==> config.mk <==
export PLATFORM = sky130hd
export DESIGN_NAME = mdafc_config
export DESIGN_NICKNAME = d
export VERILOG_FILES = /design/src/shared/mdafc_pkg.sv /design/src/hdl/mdafc_axil_slave.sv /design/src/hdl/mdafc_decim_clk.sv /design/src/hdl/mdafc_config.sv
export VERILOG_INCLUDE_DIRS = /design/src /design/src/shared
export SDC_FILE = /design/constraint.sdc
export NUM_CORES = 1
export LEC_CHECK = 0
export BUFFER_PORTS_ARGS = -buffer_cell sky130_fd_sc_hd__buf_2
export CORE_MARGIN = 2
export CORE_UTILIZATION = 54
export CTS_CLUSTER_DIAMETER = 100
export DETAILED_ROUTE_END_ITERATION = 12
export GPL_TIMING_DRIVEN = 0
export PLACE_DENSITY_LB_ADDON = 0.05
export SETUP_SLACK_MARGIN = 0.1
export SYNTH_ARGS = -nofsm -noshare
export SYNTH_HDL_FRONTEND = slang
export SYNTH_SLANG_ARGS = --single-unit
==> constraint.sdc <==
create_clock -name clock -period 36.3 [get_ports clock]
set_clock_uncertainty 0.2 [all_clocks]
set_input_delay 9.075 -clock clock [delete_from_list [all_inputs] [get_ports clock]]
set_output_delay 9.075 -clock clock [all_outputs]
set_load 0.05 [all_outputs]
==> src/shared/mdafc_map.svh <==
// Register indices, field positions, reset values and constants of the modem configuration block.
`ifndef MDAFC_MAP_SVH
`define MDAFC_MAP_SVH

`define MDAFC_IDX_TX_DEV       6'h0e
`define MDAFC_IDX_FREQ_CORR    6'h0f
`define MDAFC_IDX_FILTER       6'h10

`define MDAFC_TX_SHAPING_BIT   7
`define MDAFC_TX_EXP_MSB       6
`define MDAFC_TX_EXP_LSB       4
`define MDAFC_TX_MAN_MSB       3
`define MDAFC_TX_MAN_LSB       0
`define MDAFC_SETTLE_MSB       7
`define MDAFC_SETTLE_LSB       6
`define MDAFC_RX_EXP_MSB       5
`define MDAFC_RX_EXP_LSB       4
`define MDAFC_RX_MAN_MSB       3
`define MDAFC_RX_MAN_LSB       0
`define MDAFC_BYPASS_BIT       7
`define MDAFC_SHIFT_MSB        6
`define MDAFC_SHIFT_LSB        5
`define MDAFC_DIV_MSB          4
`define MDAFC_DIV_LSB          0

`define MDAFC_TX_DEV_RST       8'he8
`define MDAFC_FREQ_CORR_RST    8'h9c
`define MDAFC_FILTER_RST       8'h00

`define MDAFC_TX_FRAC_LOW      5'h10
`define MDAFC_TX_FRAC_HIGH     5'h0f
`define MDAFC_RX_FRAC          3'h3
`define MDAFC_RX_THIRD         3'h3
`define MDAFC_CHAN_BW_HZ       19'h4b000

`endif

==> src/shared/mdafc_pkg.sv <==
// Types shared by the modem configuration block.
`default_nettype none
package mdafc_pkg;
    typedef enum logic [1:0] {
        MDAFC_AFC_OFF    = 2'h0,
        MDAFC_AFC_FAST   = 2'h1,
        MDAFC_AFC_MEDIUM = 2'h2,
        MDAFC_AFC_SLOW   = 2'h3
    } mdafc_settling_t;
    typedef enum logic [1:0] {
        MDAFC_RESP_OKAY   = 2'h0,
        MDAFC_RESP_SLVERR = 2'h2
    } mdafc_resp_t;
    typedef logic [7:0] mdafc_reg_t;
endpackage
`default_nettype wire

==> src/hdl/mdafc_axil_slave.sv <==
// AXI4-Lite slave front end that turns bus transfers into single-cycle register accesses.
`timescale 1ns/1ps
`default_nettype none
module mdafc_axil_slave (
    // Clock and reset
    input  wire logic        clock,
    input  wire logic        rst_n,
    // AXI4-Lite write channels
    input  wire logic [7:0]  awaddr,
    input  wire logic        awvalid,
    output logic             awready,
    input  wire logic [31:0] wdata,
    input  wire logic [3:0]  wstrb,
    input  wire logic        wvalid,
    output logic             wready,
    output logic [1:0]       bresp,
    output logic             bvalid,
    input  wire logic        bready,
    // AXI4-Lite read channels
    input  wire logic [7:0]  araddr,
    input  wire logic        arvalid,
    output logic             arready,
    output logic [31:0]      rdata,
    output logic [1:0]       rresp,
    output logic             rvalid,
    input  wire logic        rready,
    // Register side
    output logic             wr_fire,
    output logic [7:0]       wr_addr,
    output logic [31:0]      wr_data,
    output logic [3:0]       wr_strb,
    input  wire logic        wr_hit,
    output logic             rd_fire,
    output logic [7:0]       rd_addr,
    input  wire logic [7:0]  rd_data,
    input  wire logic        rd_hit
);
    logic aw_have_q;
    logic w_have_q;
    logic ar_have_q;

    assign awready = !aw_have_q && !bvalid;
    assign wready  = !w_have_q && !bvalid;
    assign arready = !ar_have_q && !rvalid;
    assign wr_fire = aw_have_q && w_have_q && !bvalid;
    assign rd_fire = ar_have_q && !rvalid;

    // Address and data are taken in either order and held until both are present.
    always_ff @(posedge clock or negedge rst_n) begin
        if (!rst_n) begin
            aw_have_q <= 1'b0;
            wr_addr   <= 8'h00;
        end else if (awvalid && awready) begin
            aw_have_q <= 1'b1;
            wr_addr   <= awaddr;
        end else if (wr_fire) begin
            aw_have_q <= 1'b0;
        end
    end

    always_ff @(posedge clock or negedge rst_n) begin
        if (!rst_n) begin
            w_have_q <= 1'b0;
            wr_data  <= 32'h0000_0000;
            wr_strb  <= 4'h0;
        end else if (wvalid && wready) begin
            w_have_q <= 1'b1;
            wr_data  <= wdata;
            wr_strb  <= wstrb;
        end else if (wr_fire) begin
            w_have_q <= 1'b0;
        end
    end

    always_ff @(posedge clock or negedge rst_n) begin
        if (!rst_n) begin
            bvalid <= 1'b0;
            bresp  <= 2'h0;
        end else if (wr_fire) begin
            bvalid <= 1'b1;
            bresp  <= wr_hit ? mdafc_pkg::MDAFC_RESP_OKAY : mdafc_pkg::MDAFC_RESP_SLVERR;
        end else if (bvalid && bready) begin
            bvalid <= 1'b0;
        end
    end

    always_ff @(posedge clock or negedge rst_n) begin
        if (!rst_n) begin
            ar_have_q <= 1'b0;
            rd_addr   <= 8'h00;
        end else if (arvalid && arready) begin
            ar_have_q <= 1'b1;
            rd_addr   <= araddr;
        end else if (rd_fire) begin
            ar_have_q <= 1'b0;
        end
    end

    // Unmapped reads return zero with a slave error.
    always_ff @(posedge clock or negedge rst_n) begin
        if (!rst_n) begin
            rvalid <= 1'b0;
            rdata  <= 32'h0000_0000;
            rresp  <= 2'h0;
        end else if (rd_fire) begin
            rvalid <= 1'b1;
            rdata  <= {24'h00_0000, rd_hit ? rd_data : 8'h00};
            rresp  <= rd_hit ? mdafc_pkg::MDAFC_RESP_OKAY : mdafc_pkg::MDAFC_RESP_SLVERR;
        end else if (rvalid && rready) begin
            rvalid <= 1'b0;
        end
    end
endmodule
`default_nettype wire

==> src/hdl/mdafc_decim_clk.sv <==
// Decimation clock divider that pulses once every divisor-select plus one clocks.
`timescale 1ns/1ps
`default_nettype none
module mdafc_decim_clk (
    // Clock and reset
    input  wire logic       clock,
    input  wire logic       rst_n,
    // Control and output
    input  wire logic [4:0] divisor_select,
    output logic            decim_strobe
);
    logic [4:0] count_q;

    always_ff @(posedge clock or negedge rst_n) begin
        if (!rst_n) begin
            count_q      <= 5'h00;
            decim_strobe <= 1'b0;
        end else if (count_q >= divisor_select) begin
            count_q      <= 5'h00;
            decim_strobe <= 1'b1;
        end else begin
            count_q      <= count_q + 5'h01;
            decim_strobe <= 1'b0;
        end
    end
endmodule
`default_nettype wire

==> src/hdl/mdafc_config.sv <==
// Deviation, frequency correction and channel filter configuration registers of the modem.
`timescale 1ns/1ps
`default_nettype none
`include "mdafc_map.svh"
// Operation
// - Shaping bit set means transmitted data gets Gaussian shaping; resets to one.
// - Transmit register holds exponent in bits 6:4 and mantissa in bits 3:0.
// - Lower band deviation is reference times mantissa times two to exponent minus 16.
// - Upper band deviation is reference times mantissa times two to exponent minus 15.
// - Zero transmit mantissa selects on-off keying for receive and transmit.
// - Settling value zero turns frequency correction off with zero average frequency.
// - Settling values 1, 2, 3 average over 1, 2, 4 bit pairs.
// - Correction register holds receive exponent in bits 5:4 and mantissa in 3:0.
// - Expected receive deviation is baud times mantissa times two to exponent minus 3, over 3.
// - Bypass bit set skips the analog image rejection and anti-alias filter.
// - Filter bits 6:5 give extra decimator input shift positions.
// - Filter bits 4:0 select decimation divisor of field plus one.
// - Channel filter bandwidth is 307.2 kHz over the decimation divisor.
module mdafc_config (
    // Clock and reset
    input  wire logic        clock,
    input  wire logic        rst_n,
    // AXI4-Lite write channels
    input  wire logic [7:0]  awaddr,
    input  wire logic        awvalid,
    output logic             awready,
    input  wire logic [31:0] wdata,
    input  wire logic [3:0]  wstrb,
    input  wire logic        wvalid,
    output logic             wready,
    output logic [1:0]       bresp,
    output logic             bvalid,
    input  wire logic        bready,
    // AXI4-Lite read channels
    input  wire logic [7:0]  araddr,
    input  wire logic        arvalid,
    output logic             arready,
    output logic [31:0]      rdata,
    output logic [1:0]       rresp,
    output logic             rvalid,
    input  wire logic        rready,
    // Band selection from the synthesiser
    input  wire logic        band_upper,
    // Transmit modulation controls
    output logic             tx_shaping_en_q,
    output logic             ook_mode_q,
    output logic [2:0]       tx_dev_exponent_q,
    output logic [3:0]       tx_dev_mantissa_q,
    output logic [10:0]      tx_dev_scaled_q,
    output logic [4:0]       tx_dev_frac_bits_q,
    // Frequency correction controls
    output logic             afc_enable_q,
    output logic [2:0]       afc_avg_pairs_q,
    output logic [1:0]       rx_dev_exponent_q,
    output logic [3:0]       rx_dev_mantissa_q,
    output logic [6:0]       rx_dev_scaled_q,
    // Channel filter controls
    output logic             filter_bypass_q,
    output logic [1:0]       decimator_input_shift_q,
    output logic [5:0]       decimation_divisor_q,
    output logic [18:0]      filter_bw_hz_q,
    output logic             decim_strobe
);
    logic                       wr_fire;
    logic [7:0]                 wr_addr;
    logic [31:0]                wr_data;
    logic [3:0]                 wr_strb;
    logic                       wr_hit;
    logic                       rd_fire;
    logic [7:0]                 rd_addr;
    logic [7:0]                 rd_data;
    logic                       rd_hit;
    logic                       wr_tx;
    logic                       wr_fc;
    logic                       wr_flt;
    mdafc_pkg::mdafc_reg_t      tx_dev_q;
    mdafc_pkg::mdafc_reg_t      freq_corr_q;
    mdafc_pkg::mdafc_reg_t      filter_q;
    mdafc_pkg::mdafc_settling_t settling;
    logic [4:0]                 div_sel;

    mdafc_axil_slave u_slave (
        .clock   (clock),
        .rst_n   (rst_n),
        .awaddr  (awaddr),
        .awvalid (awvalid),
        .awready (awready),
        .wdata   (wdata),
        .wstrb   (wstrb),
        .wvalid  (wvalid),
        .wready  (wready),
        .bresp   (bresp),
        .bvalid  (bvalid),
        .bready  (bready),
        .araddr  (araddr),
        .arvalid (arvalid),
        .arready (arready),
        .rdata   (rdata),
        .rresp   (rresp),
        .rvalid  (rvalid),
        .rready  (rready),
        .wr_fire (wr_fire),
        .wr_addr (wr_addr),
        .wr_data (wr_data),
        .wr_strb (wr_strb),
        .wr_hit  (wr_hit),
        .rd_fire (rd_fire),
        .rd_addr (rd_addr),
        .rd_data (rd_data),
        .rd_hit  (rd_hit)
    );

    // Address decode: one aligned word per register, index times four.
    assign wr_tx  = (wr_addr[1:0] == 2'h0) && (wr_addr[7:2] == `MDAFC_IDX_TX_DEV);
    assign wr_fc  = (wr_addr[1:0] == 2'h0) && (wr_addr[7:2] == `MDAFC_IDX_FREQ_CORR);
    assign wr_flt = (wr_addr[1:0] == 2'h0) && (wr_addr[7:2] == `MDAFC_IDX_FILTER);
    assign wr_hit = wr_tx || wr_fc || wr_flt;

    // Register storage; only byte lane zero carries data.
    always_ff @(posedge clock or negedge rst_n) begin
        if (!rst_n) begin
            tx_dev_q <= `MDAFC_TX_DEV_RST;
        end else if (wr_fire && wr_tx && wr_strb[0]) begin
            tx_dev_q <= wr_data[7:0];
        end
    end

    always_ff @(posedge clock or negedge rst_n) begin
        if (!rst_n) begin
            freq_corr_q <= `MDAFC_FREQ_CORR_RST;
        end else if (wr_fire && wr_fc && wr_strb[0]) begin
            freq_corr_q <= wr_data[7:0];
        end
    end

    always_ff @(posedge clock or negedge rst_n) begin
        if (!rst_n) begin
            filter_q <= `MDAFC_FILTER_RST;
        end else if (wr_fire && wr_flt && wr_strb[0]) begin
            filter_q <= wr_data[7:0];
        end
    end

    // Read multiplexer.
    always_comb begin
        rd_data = 8'h00;
        rd_hit  = 1'b0;
        if (rd_addr[1:0] == 2'h0) begin
            if (rd_addr[7:2] == `MDAFC_IDX_TX_DEV) begin
                rd_data = tx_dev_q;
                rd_hit  = 1'b1;
            end else if (rd_addr[7:2] == `MDAFC_IDX_FREQ_CORR) begin
                rd_data = freq_corr_q;
                rd_hit  = 1'b1;
            end else if (rd_addr[7:2] == `MDAFC_IDX_FILTER) begin
                rd_data = filter_q;
                rd_hit  = 1'b1;
            end
        end
    end

    // Transmit deviation controls.
    always_ff @(posedge clock or negedge rst_n) begin
        if (!rst_n) begin
            tx_shaping_en_q    <= 1'b0;
            ook_mode_q         <= 1'b0;
            tx_dev_exponent_q  <= 3'h0;
            tx_dev_mantissa_q  <= 4'h0;
            tx_dev_scaled_q    <= 11'h000;
            tx_dev_frac_bits_q <= 5'h00;
        end else begin
            tx_shaping_en_q    <= tx_dev_q[`MDAFC_TX_SHAPING_BIT];
            tx_dev_exponent_q  <= tx_dev_q[`MDAFC_TX_EXP_MSB:`MDAFC_TX_EXP_LSB];
            tx_dev_mantissa_q  <= tx_dev_q[`MDAFC_TX_MAN_MSB:`MDAFC_TX_MAN_LSB];
            ook_mode_q         <= tx_dev_q[`MDAFC_TX_MAN_MSB:`MDAFC_TX_MAN_LSB] == 4'h0;
            tx_dev_scaled_q    <= {7'h00, tx_dev_q[`MDAFC_TX_MAN_MSB:`MDAFC_TX_MAN_LSB]}
                                  << tx_dev_q[`MDAFC_TX_EXP_MSB:`MDAFC_TX_EXP_LSB];
            tx_dev_frac_bits_q <= band_upper ? `MDAFC_TX_FRAC_HIGH : `MDAFC_TX_FRAC_LOW;
        end
    end

    // Frequency correction controls.
    assign settling = mdafc_pkg::mdafc_settling_t'(freq_corr_q[`MDAFC_SETTLE_MSB:`MDAFC_SETTLE_LSB]);

    always_ff @(posedge clock or negedge rst_n) begin
        if (!rst_n) begin
            afc_enable_q    <= 1'b0;
            afc_avg_pairs_q <= 3'h0;
        end else begin
            unique case (settling)
                mdafc_pkg::MDAFC_AFC_OFF: begin
                    afc_enable_q    <= 1'b0;
                    afc_avg_pairs_q <= 3'h0;
                end
                mdafc_pkg::MDAFC_AFC_FAST: begin
                    afc_enable_q    <= 1'b1;
                    afc_avg_pairs_q <= 3'h1;
                end
                mdafc_pkg::MDAFC_AFC_MEDIUM: begin
                    afc_enable_q    <= 1'b1;
                    afc_avg_pairs_q <= 3'h2;
                end
                mdafc_pkg::MDAFC_AFC_SLOW: begin
                    afc_enable_q    <= 1'b1;
                    afc_avg_pairs_q <= 3'h4;
                end
            endcase
        end
    end

    always_ff @(posedge clock or negedge rst_n) begin
        if (!rst_n) begin
            rx_dev_exponent_q <= 2'h0;
            rx_dev_mantissa_q <= 4'h0;
            rx_dev_scaled_q   <= 7'h00;
        end else begin
            rx_dev_exponent_q <= freq_corr_q[`MDAFC_RX_EXP_MSB:`MDAFC_RX_EXP_LSB];
            rx_dev_mantissa_q <= freq_corr_q[`MDAFC_RX_MAN_MSB:`MDAFC_RX_MAN_LSB];
            rx_dev_scaled_q   <= {3'h0, freq_corr_q[`MDAFC_RX_MAN_MSB:`MDAFC_RX_MAN_LSB]}
                                 << freq_corr_q[`MDAFC_RX_EXP_MSB:`MDAFC_RX_EXP_LSB];
        end
    end

    // Channel filter controls.
    assign div_sel = filter_q[`MDAFC_DIV_MSB:`MDAFC_DIV_LSB];

    always_ff @(posedge clock or negedge rst_n) begin
        if (!rst_n) begin
            filter_bypass_q         <= 1'b0;
            decimator_input_shift_q <= 2'h0;
            decimation_divisor_q    <= 6'h01;
            filter_bw_hz_q          <= `MDAFC_CHAN_BW_HZ;
        end else begin
            filter_bypass_q         <= filter_q[`MDAFC_BYPASS_BIT];
            decimator_input_shift_q <= filter_q[`MDAFC_SHIFT_MSB:`MDAFC_SHIFT_LSB];
            decimation_divisor_q    <= {1'b0, div_sel} + 6'h01;
            filter_bw_hz_q          <= `MDAFC_CHAN_BW_HZ / ({14'h0000, div_sel} + 19'h00001);
        end
    end

    mdafc_decim_clk u_decim (
        .clock          (clock),
        .rst_n          (rst_n),
        .divisor_select (div_sel),
        .decim_strobe   (decim_strobe)
    );

    // Checks.
    AST_TX_WRITE: assert property (@(posedge clock) disable iff (!rst_n)
        (wr_fire && wr_tx && wr_strb[0]) |=> (tx_dev_q == $past(wr_data[7:0])))
        else $error("transmit deviation register missed a write");

    AST_HOLD: assert property (@(posedge clock) disable iff (!rst_n)
        !(wr_fire && wr_fc) |=> $stable(freq_corr_q))
        else $error("frequency correction register changed without a write");

    AST_SHAPING: assert property (@(posedge clock) disable iff (!rst_n)
        (wr_fire && wr_tx && wr_strb[0]) |-> ##2 (tx_shaping_en_q == $past(wr_data[7], 2)))
        else $error("shaping enable does not follow the written bit");

    AST_OOK: assert property (@(posedge clock) disable iff (!rst_n)
        ##1 (ook_mode_q == ($past(tx_dev_q[3:0]) == 4'h0)))
        else $error("on-off keying mode disagrees with the mantissa");

    AST_TX_SCALE: assert property (@(posedge clock) disable iff (!rst_n)
        ##1 (tx_dev_scaled_q == 11'(tx_dev_mantissa_q) << tx_dev_exponent_q))
        else $error("transmit deviation scale is wrong");

    AST_BAND: assert property (@(posedge clock) disable iff (!rst_n)
        $past(band_upper) |-> (tx_dev_frac_bits_q == 5'h0f))
        else $error("upper band fraction is not fifteen bits");

    AST_AFC_OFF: assert property (@(posedge clock) disable iff (!rst_n)
        (settling == mdafc_pkg::MDAFC_AFC_OFF) [*2] |-> !afc_enable_q && (afc_avg_pairs_q == 3'h0))
        else $error("frequency correction active while settling is off");

    AST_AFC_SLOW: assert property (@(posedge clock) disable iff (!rst_n)
        (settling == mdafc_pkg::MDAFC_AFC_SLOW) |=> (afc_avg_pairs_q == 3'h4))
        else $error("slowest settling does not average four pairs");

    AST_RX_SCALE: assert property (@(posedge clock) disable iff (!rst_n)
        ##1 (rx_dev_scaled_q == 7'(rx_dev_mantissa_q) << rx_dev_exponent_q))
        else $error("receive deviation scale is wrong");

    AST_BYPASS: assert property (@(posedge clock) disable iff (!rst_n)
        (wr_fire && wr_flt && wr_strb[0]) |-> ##2 (filter_bypass_q == $past(wr_data[7], 2)))
        else $error("filter bypass does not follow the written bit");

    AST_DIVISOR: assert property (@(posedge clock) disable iff (!rst_n)
        ##1 (decimation_divisor_q == 6'($past(div_sel)) + 6'h01))
        else $error("decimation divisor is not field plus one");

    AST_STROBE: assert property (@(posedge clock) disable iff (!rst_n)
        ($rose(decim_strobe) && $stable(div_sel) && (div_sel == 5'h01))
        |=> !decim_strobe ##1 (decim_strobe || ($past(div_sel) != 5'h01)))
        else $error("decimation strobe period wrong for divisor two");

    AST_BW: assert property (@(posedge clock) disable iff (!rst_n)
        ($past(div_sel) == 5'h1f) |-> (filter_bw_hz_q == 19'd9600))
        else $error("bandwidth for divisor thirty-two is not 9600 Hz");

    AST_SHIFT: assert property (@(posedge clock) disable iff (!rst_n)
        (wr_fire && wr_flt && wr_strb[0]) |-> ##2 (decimator_input_shift_q == $past(wr_data[6:5], 2)))
        else $error("decimator input shift does not follow the written field");

    AST_RX_FIELDS: assert property (@(posedge clock) disable iff (!rst_n)
        (wr_fire && wr_fc && wr_strb[0]) |-> ##2 (rx_dev_mantissa_q == $past(wr_data[3:0], 2)))
        else $error("receive mantissa does not follow the written field");
endmodule
`default_nettype wire

Word level (Yosys, flattened, before mapping)

Index checks and enable logic that the tools add are counted.
W data, S select, Z words.

Output and inout port bits: 112
Input bits: 60
Word-level logic and storage cells: 110
Bits in registers: 142

Reduce and logical (&&, ||, !) cells: 37
Shifts and indexed selects: 2
Magnitude comparators: 1
Add/subtract/negate cells: 3
Equality and inequality tests: 9
Muxes and demuxes: 25
Div/mod/pow operators: 1

Operators by type and width:

| operator                 | number |
|---|---|
| $mux W8                  | 5 |
| $eq A6 B4 Y1 const B     | 4 |
| $logic_and A1 B1 Y1      | 20 |
| $div A19 B19 Y19 const A | 1 |
| $mux W1                  | 14 |
| $add A5 B1 Y6 const B    | 2 |
| $eq A6 B5 Y1 const B     | 2 |
| $pmux W3 S4              | 1 |
| $shl A4 B3 Y11           | 1 |
| $mux W5                  | 2 |
| $reduce_bool A2 Y1       | 5 |
| $shl A4 B2 Y7            | 1 |
| $logic_not A2 Y1         | 3 |
| $add A5 B1 Y5 const B    | 1 |
| $ge A5 B5 Y1             | 1 |
| $logic_not A1 Y1         | 5 |
| $eq A2 B2 Y1 const B     | 2 |
| $logic_not A4 Y1         | 1 |
| $mux W2                  | 2 |
| $reduce_or A3 Y1         | 1 |
| $eq A2 B1 Y1 const B     | 1 |
| $logic_or A1 B1 Y1       | 2 |
| $pmux W1 S2              | 1 |

Longest topological paths before layout

Depth in word-level cells: 6
Mapped depth: 190
Mapped depth without buffers: 177

By module

From an unflattened synthesis, not the netlist that was laid out.

Cells, all modules: 1652
Area total of the unflattened synthesis: 14685.3 um2

Modules (own cells, without submodules):

| module           | cells each | sequential area each (um2) | instances | area each (um2) |
|---|---|---|---|---|
| mdafc_config     | 1420       | 2293.4                     | 1         | 11467.2 |
| mdafc_axil_slave | 198        | 1676.6                     | 1         | 2850.2 |
| mdafc_decim_clk  | 34         | 150.1                      | 1         | 367.9 |

Least setup slack after synthesis

Ideal clock, no wire load.

Path kind: register -> register
Start point: register filter_q[1]
End point: register filter_bw_hz_q[0]
Data arrival time: 34.979 ns
Library setup time: 0.135 ns
Path buffers: 14
Period minus slack after synthesis: 35.314 ns
Stages on the path, launching flop included: 183
Slack: 0.986 ns
Required time: 35.965 ns
Cell sequence: dfrtp_1 -> clkbuf_1 -> inv_1 -> ha_1 -> buf_2 -> inv_1 -> nor2_1 -> nand2_1 -> ha_1 -> mux2i_1 -> o2111ai_1 -> ha_1 -> and2_1 -> and3_1 -> a221oi_1 -> o32a_1 -> ha_1 -> a21oi_1 -> [... 147 more ...] -> a21oi_1 -> nand2_1 -> nor3_2 -> and2_1 -> nand4b_1 -> buf_2 -> and2_1 -> ha_1 -> a211o_1 -> a21o_1 -> a21o_1 -> a21oi_1 -> nor2b_1 -> a31oi_1 -> o21ai_1 -> or4_1 -> o22ai_1 -> nand4_1

Cells in the longest elaborated chain, start to end: 2

RTL lines:

| item                              | line                | text |
|---|---|---|
| start: declaration                | mdafc_config.sv:78  | `mdafc_pkg::mdafc_reg_t filter_q;` |
| start signal: assignment          | mdafc_config.sv:138 | `` filter_q <= `MDAFC_FILTER_RST; `` |
| start signal: assignment          | mdafc_config.sv:140 | `filter_q <= wr_data[7:0];` |
| $add A5 B1 Y6                     | mdafc_config.sv:237 | `` filter_bw_hz_q <= `MDAFC_CHAN_BW_HZ / ({14'h0000, div_sel} + 19'h00001); `` |
| $div A19 B19 Y19 (no source line) | n/a                 |  |
| end signal: assignment            | mdafc_config.sv:232 | `` filter_bw_hz_q <= `MDAFC_CHAN_BW_HZ; `` |
| end signal: assignment            | mdafc_config.sv:237 |  |
| end: declaration                  | mdafc_config.sv:61  | `output logic [18:0] filter_bw_hz_q,` |

Every way passes these cells.
A chain may end at the register's enable or synchronous reset.

Worst setup path after layout

Ends and elaborated chain as after synthesis.

==> results.yml <==
outcome:
  status: "completed"
sta:
  drv_slew: 0
  fmax_mhz: 29.1
  period_needed_ps: 34370
  relSlewSlack_pct: 20.1
  tightest_slew_ps: 1190
  period_share_pct: 94.7
  finalSetupViolCount: 0
  hold_ws_ps: 201
  timing_hold_violations_final: 0
routing:
  vias: 12987
  vias_per_cell: 6.04
  dr.max_layer_used: "met4"
  wl_met2_um: 18100
  wl_met1_um: 17700
  route.detailed.drc: 0
  route.detailed.wl_per_inst_um: 17.8
  firstDrtPassIters: 5
  ant_nets: 0
  drt_iter0_markers: 900
  wirelength_um: 38400
  met3_length_um: 1720
synthesis:
  netlist_area_mm2: 0.0134
  syn_avg_cell_area_um2: 8.40
  yosys.area.top_type: "dfrtp_1"
  ys_seq_elements: 137
  synth_area_leaders: "dfrtp_1, ha_1, mux2_2"
  seq_area_frac_synth_pct: 25.7
  yosys.cell_types.count: 106
  yosysTopAreaCellShare_pct: 23.1
  synth_edf_count: 0
  yosys_warnings: 0
  syn_inst: 1596
  synth-main-ff-cell: "dfrtp_1"
  synthArstFlopShare_pct: 100
die:
  start_util_pct: 55.1
  dieHeight_um: 162
  ioPinCount: 172
  die_w_um: 162
  die_area_mm2: 0.0261
  core_mm2: 0.0243
  row_count: 57
finish:
  final_cell_mix: "buf_2, nand2_1, dfrtp_1"
  final_common_cell: "buf_2"
  area_delta_synth_final_pct: 20.4
  final_nets: 1958
  layout-drive-gt1-share_pct: 27.6
global_routing:
  grt_pass1_wl_um: 62100
  grt_pass1_vias: 12325
  grt_max_degree: 84
  grt_overflow: 0
  grt_usage_pct: 28.8
  antenna_found_initial: 1
cts:
  htreeDepth: 4
  path_clk_slew_ps: 70
  cts_made_buffers: 17
  cts_tree: "done"
  clk_path_buf_depth: 2
  insertion_delay_ps: 430
  cts_hold_buf: 0
  cts_num_sinks: 137
  root_buffer: "clkbuf_16"
worst_setup_path:
  reg2regPathDepth: 180
  crit_required_ps: 36400
  crit_fanout: 10
  startpoint: "filter_q[1]$_DFFE_PN0P_"
  path_class: "flip-flop to flip-flop"
  r2r_start: "filter_q[1]$_DFFE_PN0P_"
  end_kind: "flip-flop"
  rrSetupSlack_ps: 1930
  cpPeakStageDelay_ps: 490
  start_kind: "flip-flop"
  slowest_stage: "or4_1"
  arrival_ps: 34470
  timing.rr.end: "filter_bw_hz_q[0]$_DFF_PN0_"
  crit_top_cell: "a21oi_2"
hold_path:
  worstHoldEndpoint: "tx_dev_exponent_q[2]$_DFF_PN0_"
  whs_path_depth: 0
  worstHoldPathType: "flip-flop to flip-flop"
  hold_start: "tx_dev_q[6]$_DFFE_PN1P_"
placement:
  io_buffers: 118
  dp_hpwl_um: 28400
  place.gp.congestion: 0.943
job:
  maxCapViolCount: 0
-- synth_stat cells, types with 14 or more instances --
| master | n |
|---|---|
| nor2b_1 | 21 |
| nand2_1 | 128 |
| nor2_1 | 114 |
| nand3_1 | 43 |
| dfrtp_1 | 124 |
| mux2_2 | 75 |
| a21oi_1 | 138 |
| a31oi_1 | 29 |
| o21a_1 | 28 |
| nand4_1 | 20 |
| a211oi_1 | 15 |
| clkbuf_1 | 27 |
| nand2b_1 | 25 |
| a21o_1 | 50 |
| and3_1 | 19 |
| xnor2_1 | 66 |
| buf_4 | 32 |
| inv_1 | 45 |
| or3_1 | 14 |
| and2_1 | 20 |
| mux2i_1 | 22 |
| ha_1 | 87 |
| o21ai_0 | 84 |
| xor2_1 | 25 |
| o31ai_1 | 15 |
| buf_2 | 16 |
| nor4_1 | 17 |
| nor3_1 | 35 |
-- state kept, by name, indices dropped and copies added (netlist names), 5 cells and up --
name                  cells
tx_dev_q                  8
u_slave.rdata             8
decimation_divisor_q      6
u_slave.wr_addr           8
tx_dev_scaled_q          11
filter_q                  8
u_decim.count_q           5
freq_corr_q               8
u_slave.wr_data           8
u_slave.rd_addr           8
filter_bw_hz_q           19
rx_dev_scaled_q           7
-- repair_timing --
action	4_1_cts	5_1_grt
cloned	0	0
pin swaps	18	33
hold endpoints to repair	0	0
gates resized for setup	65	71
setup buffers	23	29
endpoints found under the setup margin	3	2
-- cell type report --
type,instances,area [um^2]
antenna,1,2.50
buffer,78,504
clock buffer,17,425
clock inverter,15,186
fill,2118,8190
inverter,58,226
multi-input combinational,1345,9880
sequential,137,3450
tap,324,405
timing repair buffer,174,1060
-- critical path: cells and delay by family (launching register included) --
kind / cells / cell delay [ps]
mux: 5 / 1610
flops: 1 / 410
buf+inv: 29 / 4460
fa+ha+maj: 19 / 5860
simple gates: 56 / 10110
compound gates: 71 / 11520
-- metal layers --
metal	up-vias	global-route usage [%]
li1	6342	-
met1	6187	38.9
met2	393	48.5
met3	65	3.11
met4	0	9.13
met5	-	0
-- worst max path at each step --
stage	to	slack, ps
6_report	filter_bw_hz_q[0]$_DFF_PN0_	1930
5_1_grt	filter_bw_hz_q[0]$_DFF_PN0_	-170
4_1_cts	filter_bw_hz_q[0]$_DFF_PN0_	140
3_5_place_dp	filter_bw_hz_q[0]$_DFF_PN0_	-6920
3_3_place_gp	filter_bw_hz_q[0]$_DFF_PN0_	-6420
2_1_floorplan	filter_bw_hz_q[0]$_DFF_PN0_	990
-- stage by stage --
| step | util [%] | worst slack [ps] | std cells | setup TNS, ps | instance area [um^2] |
|---|---|---|---|---|---|
| 6_report | 66.3 | 1930 | 2149 | 0 | 16100 |
| 3_3_place_gp | 59.6 | -6420 | 2063 | -12370 | 14500 |
| 4_1_cts | 64.2 | 145 | 2120 | 0 | 15600 |
| 3_5_place_dp | 60.0 | -6920 | 2067 | -13880 | 14600 |
| 2_1_floorplan | - | 986 | 1621 | 0 | 13500 |
| 5_1_grt | 66.3 | -169 | 2149 | -169 | 16100 |
-- logic make-up after synthesis --
| family | Yosys count | synth area share [%] |
|---|---|---|
| DFF | 137 | 25.7 |
| buffers and inverters | 139 | 5.07 |
| xor gates and xnor gates | 91 | 5.95 |
| AOI/OAI and AO/OA | 518 | 26.5 |
| other | 1 | 0.0280 |
| muxes | 100 | 8.21 |
| and+or+nand+nor | 523 | 20.4 |
| adders and majority gates | 87 | 8.12 |
Power is not shown: default switching activity piles up to over one toggle a cycle in this logic, so the estimate is an artifact.
